**config.mk**
```make
export PLATFORM = sky130hd
export DESIGN_NAME = mss_monitor
export DESIGN_NICKNAME = d
export VERILOG_FILES = /design/src/common/mss_pkg.sv /design/src/design/mss_monitor.sv
export SDC_FILE = /design/constraint.sdc
export NUM_CORES = 1
export LEC_CHECK = 0
export ABC_AREA = 1
export BUFFER_PORTS_ARGS = -buffer_cell sky130_fd_sc_hd__buf_4
export CORE_MARGIN = 10
export CORE_UTILIZATION = 40
export CTS_CLUSTER_SIZE = 24
export DETAILED_ROUTE_END_ITERATION = 10
export MAX_ROUTING_LAYER = met4
export PLACE_DENSITY = 0.62
export SLEW_MARGIN = 20
export SYNTH_ARGS = -nofsm -noshare
export SYNTH_HDL_FRONTEND = slang
export SYNTH_SLANG_ARGS = --single-unit
```
**constraint.sdc**
```tcl
create_clock -name clk -period 4.8 [get_ports clk]
set_input_delay 1.44 -clock clk [delete_from_list [all_inputs] [get_ports clk]]
set_output_delay 1.44 -clock clk [all_outputs]
set_load 0.1 [all_outputs]
```
**src/common/mss_pkg.sv**
```systemverilog
// Package for the motion status monitor: register offsets, bit positions, widths.
// Assumes a single 40 MHz controller clock and a word-wide register read port.
package mss_pkg;

  // ----------------------------------------------------------------
  // Register map
  // ----------------------------------------------------------------
  localparam logic [15:0] ADDR_SYSTEM_STATUS = 16'h9008;
  localparam logic [15:0] ADDR_SPECIAL_PORT  = 16'h9012;
  localparam logic [15:0] WORD_ZERO          = 16'h0000;

  // ----------------------------------------------------------------
  // System status word fields
  // ----------------------------------------------------------------
  localparam int BIT_NEG_PULSE = 14;
  localparam int BIT_POS_PULSE = 12;
  localparam int BIT_MODE      = 8;
  localparam int BIT_BELT      = 4;
  localparam int BIT_HOMECHK   = 3;
  localparam int BIT_OVERTRAV  = 2;
  localparam int BIT_CREEP     = 1;
  localparam int BIT_LIMIT     = 0;

  // ----------------------------------------------------------------
  // Special port monitor word fields
  // ----------------------------------------------------------------
  localparam int BIT_BAND_T2 = 14;
  localparam int BIT_BAND_T1 = 13;

  localparam int POS_W  = 32;
  localparam int ADDR_W = 16;
  localparam int DATA_W = 16;

  // Raw pin levels, sampled through synchronisers
  typedef struct packed {
    logic neg_pulse_level;
    logic pos_pulse_level;
    logic mode_selector_state;
    logic belt_intact;
    logic homecheck_input;
    logic overtravel_input;
    logic creep_input;
    logic limit_input;
  } mss_pins_t;

  // Build fitting options of the unit
  typedef struct packed {
    logic has_mode_switch;
    logic has_homecheck;
    logic has_overtravel;
    logic has_creep;
    logic has_limit;
  } mss_fit_t;

  // Positioning data from the motion core, same clock
  typedef struct packed {
    logic signed [POS_W-1:0] current_pos;
    logic signed [POS_W-1:0] target_pos1;
    logic signed [POS_W-1:0] target_pos2;
    logic signed [POS_W-1:0] band_size;
  } mss_pos_t;

endpackage

```
**src/design/mss_monitor.sv**
```systemverilog
// Function
// status bit 14 follows the negative command pulse input level
// status bit 12 follows the positive command pulse input level
// status bit 8 is 0 in automatic mode, 1 in manual mode
// without a mode selector switch the mode bit always reads 1
// status bit 4 reads 0 on broken belt, 1 when belt normal
// status bit 3 mirrors home-check sensor, 0 when function absent
// status bit 2 mirrors overtravel sensor, 0 when not fitted
// status bit 1 mirrors creep sensor, 0 when not fitted
// status bit 0 mirrors limit sensor, 0 when not fitted
// monitor bit 14 set while position within target 2 plus or minus band
// monitor bit 13 set while position within target 1 plus or minus band
// band flags are meaningful only after home return completes
// band flags keep updating after homing even with servo off
// band flags apply only in valve mode 2 or solenoid modes
// system status word is read at address 9008 hex
// homing done flag is 0 before home return, 1 once finished
// unusable bits read 0; host writes to these words are ignored
// band boundaries count as inside; signed position arithmetic
//
// Read-only status register bank of the actuator controller.
// Assumes the frame handler presents a read address and takes data one cycle later.
`timescale 1ns/1ps

module mss_monitor (
  input  wire logic                    clk,
  input  wire logic                    sys_rst,
  input  wire mss_pkg::mss_pins_t      pins_async,
  input  wire mss_pkg::mss_fit_t       fit,
  input  wire mss_pkg::mss_pos_t       pos,
  input  wire logic                    homing_done,
  input  wire logic                    band_mode_active,
  input  wire logic                    rd_en,
  input  wire logic                    wr_en,
  input  wire logic [15:0]             addr,
  input  wire logic [15:0]             wr_data,
  output logic      [15:0]             rd_data,
  output logic                         rd_valid,
  output logic                         addr_hit
);

  // ----------------------------------------------------------------
  // Pin synchronisers
  // ----------------------------------------------------------------
  mss_pkg::mss_pins_t sync1;
  mss_pkg::mss_pins_t pins;
  mss_pkg::mss_pins_t next_sync1;
  mss_pkg::mss_pins_t next_pins;

  always_comb begin
    next_sync1 = pins_async;
    next_pins  = sync1;
  end

  always_ff @(posedge clk) begin
    if (sys_rst) begin
      sync1 <= '0;
      pins  <= '0;
    end else begin
      sync1 <= next_sync1;
      pins  <= next_pins;
    end
  end

  // ----------------------------------------------------------------
  // Band comparators
  // ----------------------------------------------------------------
  // Extend by one bit so target plus band cannot wrap at the range ends
  function automatic logic in_band(input logic signed [mss_pkg::POS_W-1:0] cur,
                                   input logic signed [mss_pkg::POS_W-1:0] tgt,
                                   input logic signed [mss_pkg::POS_W-1:0] band);
    logic signed [mss_pkg::POS_W:0] lo;
    logic signed [mss_pkg::POS_W:0] hi;
    logic signed [mss_pkg::POS_W:0] c;
    lo = {tgt[mss_pkg::POS_W-1], tgt} - {band[mss_pkg::POS_W-1], band};
    hi = {tgt[mss_pkg::POS_W-1], tgt} + {band[mss_pkg::POS_W-1], band};
    c  = {cur[mss_pkg::POS_W-1], cur};
    in_band = (c >= lo) && (c <= hi);
  endfunction

  logic band_flag_target1;
  logic band_flag_target2;
  logic next_band1;
  logic next_band2;

  // Flags ignore servo state: only homing and mode qualify them
  always_comb begin
    next_band1 = 1'b0;
    next_band2 = 1'b0;
    if (homing_done && band_mode_active) begin
      next_band1 = in_band(pos.current_pos, pos.target_pos1, pos.band_size);
      next_band2 = in_band(pos.current_pos, pos.target_pos2, pos.band_size);
    end
  end

  always_ff @(posedge clk) begin
    if (sys_rst) begin
      band_flag_target1 <= 1'b0;
      band_flag_target2 <= 1'b0;
    end else begin
      band_flag_target1 <= next_band1;
      band_flag_target2 <= next_band2;
    end
  end

  // ----------------------------------------------------------------
  // Word assembly
  // ----------------------------------------------------------------
  logic [15:0] system_status_word;
  logic [15:0] special_port_monitor_word;

  always_comb begin
    system_status_word = mss_pkg::WORD_ZERO;
    system_status_word[mss_pkg::BIT_NEG_PULSE] = pins.neg_pulse_level;
    system_status_word[mss_pkg::BIT_POS_PULSE] = pins.pos_pulse_level;
    system_status_word[mss_pkg::BIT_MODE] =
      fit.has_mode_switch ? pins.mode_selector_state : 1'b1;
    system_status_word[mss_pkg::BIT_BELT] = pins.belt_intact;
    system_status_word[mss_pkg::BIT_HOMECHK] =
      fit.has_homecheck & pins.homecheck_input;
    system_status_word[mss_pkg::BIT_OVERTRAV] =
      fit.has_overtravel & pins.overtravel_input;
    system_status_word[mss_pkg::BIT_CREEP] = fit.has_creep & pins.creep_input;
    system_status_word[mss_pkg::BIT_LIMIT] = fit.has_limit & pins.limit_input;
    special_port_monitor_word = mss_pkg::WORD_ZERO;
    special_port_monitor_word[mss_pkg::BIT_BAND_T2] = band_flag_target2;
    special_port_monitor_word[mss_pkg::BIT_BAND_T1] = band_flag_target1;
  end

  // ----------------------------------------------------------------
  // Read port
  // ----------------------------------------------------------------
  logic [15:0] next_rd_data;
  logic        next_rd_valid;
  logic        hit_sys;
  logic        hit_spm;

  // Writes are accepted silently; nothing here is writable
  always_comb begin
    hit_sys       = (addr == mss_pkg::ADDR_SYSTEM_STATUS);
    hit_spm       = (addr == mss_pkg::ADDR_SPECIAL_PORT);
    addr_hit      = (rd_en | wr_en) & (hit_sys | hit_spm);
    next_rd_valid = rd_en;
    next_rd_data  = mss_pkg::WORD_ZERO;
    if (rd_en && hit_sys) begin
      next_rd_data = system_status_word;
    end else if (rd_en && hit_spm) begin
      next_rd_data = special_port_monitor_word;
    end
  end

  always_ff @(posedge clk) begin
    if (sys_rst) begin
      rd_data  <= mss_pkg::WORD_ZERO;
      rd_valid <= 1'b0;
    end else begin
      rd_data  <= next_rd_data;
      rd_valid <= next_rd_valid;
    end
  end

endmodule

```
# After elaboration in Yosys (flattened, before gate mapping)
# Cells that the tools add are included.
[totals]
reg_bits = 35
in_bits = 179
out_inout_bits = 18
wordCells = 52
[op_classes]
n_addsub = 4
order_cmp = 4
eq_ne = 2
n_mux = 3
n_bitwise = 9
reduce_logical = 8
[ops]
columns = ["operator", "n"]
rows = [
  ["32-bit by 32-bit adder with 33-bit output", 2],
  ["32-bit by 33-bit greater-or-equal comparator with 1-bit output", 2],
  ["32-bit by 33-bit <= comparator with 1-bit output", 2],
  ["32-bit by 32-bit subtractor with 33-bit output", 2],
  ["16-bit equality test (second input constant)", 2],
  ["15-bit 2-to-1 mux", 2],
  ["1-bit AND", 5],
  ["1-bit logical AND", 5],
  ["2-bit OR reduction", 2],
  ["3-bit OR reduction", 1],
  ["1-bit inverter", 2],
  ["1-bit OR", 2],
  ["1-bit 2-to-1 mux", 1],
]

# Logic depth before layout (Yosys ltp)
[depth]
word_depth = 4
depth_mapped = 27
mapped_depth_nobuf = 27

# Worst setup path before layout
# Ideal clock, no wire load.
[synth_timing]
path_type = "input to output"
start = "input port addr[10]"
end = "output port addr_hit"
arrival_ns = 2.760
t_required_ns = 3.360
setup_slack_ns = 0.600
path_stages = 6
path_buffers = 0
cell_sequence = "nor2_1 -> nand2_1 -> nor4_1 -> nand2_1 -> inv_1 -> o22a_1"
[synth_between]
elab_chain_cells = 3
elab_cells_between_ends = 4
classes_between = "eq/ne: 2; bitwise: 2"
[synth_lines]
columns = ["item", "line_no", "source"]
rows = [
  ["from (decl)", "mss_monitor.sv:35", "input wire logic [15:0] addr,"],
  ["16-bit equality test (on tied branches)", "mss_monitor.sv:140, mss_monitor.sv:141", ""],
  ["1-bit OR *", "mss_monitor.sv:142", "addr_hit = (rd_en | wr_en) & (hit_sys | hit_spm);"],
  ["1-bit AND *", "mss_monitor.sv:142", ""],
  ["to (decl)", "mss_monitor.sv:39", "output logic addr_hit"],
]
# Mark *: on every way between the ends. The rest lies on a longest branch, timed or not.

# Worst setup path after layout
[layout_timing]
start = "input port pos[12] in the netlist's numbering"
end = "register band_flag_target2"
[layout_between]
elab_chain_cells = 3
elab_cells_between_ends = 5
classes_between = "add/sub: 2; order compare: 2; reduce/logical: 1"
[layout_lines]
columns = ["item", "line_no", "source"]
rows = [
  ["from (decl)", "mss_monitor.sv:30", "input wire mss_pkg::mss_pos_t pos,"],
  ["32-bit by 32-bit subtractor with 33-bit output or 32-bit by 32-bit adder with 33-bit output (tied branches)", "mss_monitor.sv:75, mss_monitor.sv:76", ""],
  ["32-bit by 33-bit greater-or-equal comparator with 1-bit output or 32-bit by 33-bit <= comparator with 1-bit output (tied branches)", "mss_monitor.sv:78", "in_band = (c >= lo) && (c <= hi);"],
  ["1-bit logical AND *", "mss_monitor.sv:78", ""],
  ["to (signal assigned)", "mss_monitor.sv:102", "band_flag_target2 <= next_band2;"],
  ["to (decl)", "mss_monitor.sv:82", "logic band_flag_target2;"],
]
# Marks and branches as above.
# A chain may end at the register's enable or synchronous reset.

==> results.toml <==
[status]
status = "completed"

[global_route]
grt_pass1_wl_mm = 81.6
grt.total_usage = 0.280
grt_pass1_vias = 14400
antenna_found_initial = 0
grt_max_degree = 19
overflow = 0

[power]
p_total_mw = 2.80
combPwrFrac = 0.842
p_leak_nw = 8.53
p_seq_frac = 0.086
vdd_drop_max_mv = 0.153
switchingPower_mw = 1.51
p_int_mw = 1.29
cellPowerDensity_nw_per_um2 = 179
p_clk_frac = 0.071
p_sw_frac = 0.539

[drt]
wl_per_cell_um = 19.6
routed_via_density = 5.27
ant_nets = 0
drt_wl_total_mm = 55.2
drt-initial-drc-count = 1105
drc = 0
wl_met1_mm = 25.2
drtPass1Iterations = 5
top_layer = "met4"
met2WireLength_mm = 24.6
met3_wirelength_mm = 3.75
vias = 14900

[floorplanning]
start_util = 0.404
fp.coreArea_um2 = 30500
rows = 64
dieWidth_um = 196
die_area_um2 = 38200
die_h_um = 196
ios = 197

[synth]
yosysSeqAreaShare = 0.0455
synth_edf_count = 0
syn-cell-area_um2 = 12300
synth_ff_type = "dfxtp_1"
syn_area_per_cell_um2 = 5.95
syn_inst = 2073
synth_cell_types = 43
ys_ff_latch = 28
async_reset_ff_frac = 0
synth_warnings = 0

[worst_setup_path]
arrival_ns = 4.80
crit_type = "input port to register"
worstPathCellList = "buf_4 > inv_1 > buf_4 > ha_1 > nand2_1 > nor2_1 > nand3_1 > nand2_1 > nand3_1 > nand2_1 > xor2_1 > ha_1 > a21oi_1 > nor2_1 > nor2_1 > a21oi_1 > nor2_1 > nand2_1 > nand2_1 > nand3_1 > nor2_1"
crit_buf_inv = 3
crit_required_ns = 5.00
cp_max_fo = 6
cp_top_family = "simple AND/OR/NAND/NOR gates"
crit_path_end_kind = "register"
max_stage_delay_ns = 0.44
cp-start-kind = "input port"
worst_path_max_delay_cell = "ha_1"

[cells_and_area]
nFillCells = 3299
nNetsFinal = 2871
fin_cells = 2823
regArea_um2 = 561
stdcell_area_um2 = 15700
n_antenna_cell = 0
multi_input_area_um2 = 10600
mostFrequentLayoutCells = "nand2_1, buf_4, ha_1"
mostFrequentLayoutCell = "nand2_1"
layout-drive-gt1-share = 0.199
syn_to_final_growth_pct = 27.0

[sta]
finalSetupViolations = 0
period_needed_ns = 4.60
slew_headroom = 0.575
rsz0062_at_grt = "no"
hold_violations = 0
tns_ns = 0
slew_violations = 0
fin_skew_ns = 0.00128
fmax_mhz = 217
tightest_slew_ns = 0.631
setup_ws_ns = 0.196
period_share = 0.959

[placed_design]
place_congestion = 1.01
post-place-ws_ns = -0.131
portBuffers = 173
post-dp-hpwl_mm = 50.0
dp_cells = 2819
post_dp_cell_area_um2 = 15500

[cts]
clk_pin_slew_ns = 0.06
cts_tree = "built"
clkSinkCount = 28
clock_path_buffers = 2
htreeDepth = 1
cts_buffers = 3
clock_latency_ns = 0.26
cts-root-buf = "clkbuf_16"

[min_path]
hold_class = "register to register"

[run]
drv_cap = 0
[flip-flops by register name (all words and copies together) (netlist names)]
name               count
band_flag_target1      1
band_flag_target2      1
next_pins              8
pins                   8
rd_data                9
rd_valid               1
[layer usage]
metal / up-vias / track usage
met1: 6731 / 0.367
met3: 77 / 0.0276
met4: 0 / 0.0809
li1: 7500 / -
met2: 581 / 0.448
met5: - / -
[power groups by stage]
| stage | combinational, mW | sequential [mW] | clock (mW) |
|---|---|---|---|
| floorplan | 1.39 | 0.250 | 0 |
| global placement | 2.26 | 0.247 | 0 |
| detailed placement | 2.30 | 0.247 | 0 |
| CTS | 2.31 | 0.242 | 0.204 |
| global route | 2.61 | 0.242 | 0.214 |
| finish | 2.36 | 0.242 | 0.199 |
[cell type report]
class	instances	share of cell area
Tap cell	396	0.0317
Timing Repair Buffer	374	0.179
Clock buffer	4	0.00568
Multi-Input combinational cell	1741	0.680
Sequential cell	28	0.0358
Inverter	280	0.0673
[through the flow]
step | util | hold slack [ns]
6_report | 0.513 | 0.399
5_1_grt | 0.513 | 0.425
4_1_cts | 0.510 | 0.400
3_5_place_dp | 0.507 | 0.392
3_3_place_gp | 0.507 | 0.389
2_1_floorplan | - | 0.388
[Yosys cell counts (12+ instances only)]
cell type,instances,area (µm²)
buf_2,18,90.1
o21ai_0,74,370
inv_2,26,97.6
a21oi_2,14,123
nand4_1,31,194
o21a_1,18,135
a21oi_1,201,1010
nor4_1,15,93.8
dfxtp_1,28,561
xor2_1,83,727
nand2_1,525,1970
a21o_1,23,173
ha_1,260,3250
nor3_1,27,135
o21bai_1,12,90.1
nor2_1,251,942
nand2_2,17,106
nand3_1,116,581
inv_1,252,946
o21ai_1,14,70.1
[cells by family after synthesis]
kind of cell / after synthesis / share of synthesized area
AOI/OAI and AO/OA: 375 / 0.179
xor gates and xnor gates: 85 / 0.0604
adders and majority gates: 264 / 0.270
buffers and inverters: 310 / 0.0995
DFF: 28 / 0.0455
other: 1 / 0.000304
and+or+nand+nor: 1010 / 0.345
[worst reg2reg max path, delay by kind of cell, from the launching register on]
family / cells / cell delay (ns)
and+or+nand+nor: 1 / 0.04
AOI/OAI and AO/OA: 1 / 0.16
DFF: 1 / 0.31
[path summary, 6_finish.rpt]
kind	startpoint	to	slack, ns	cells after the start
worst min register to register	next_pins[0]$_SDFF_PP0_	pins[0]$_SDFF_PP0_	0.40	2
worst max register to register	band_flag_target2$_SDFF_PP0_	rd_data[14]$_SDFF_PP0_	4.22	2
worst min-delay path	next_pins[0]$_SDFF_PP0_	pins[0]$_SDFF_PP0_	0.40	2
worst max-delay path	pos[12]	band_flag_target2$_SDFF_PP0_	0.20	21
[timing repair]
action / in CTS / in global routing
setup buffers: 0 / 0
resized for setup: 0 / 23
hold buffers: 0 / 0
endpoints found under the setup margin: 0 / 2
(Power assumes the default switching activity.)
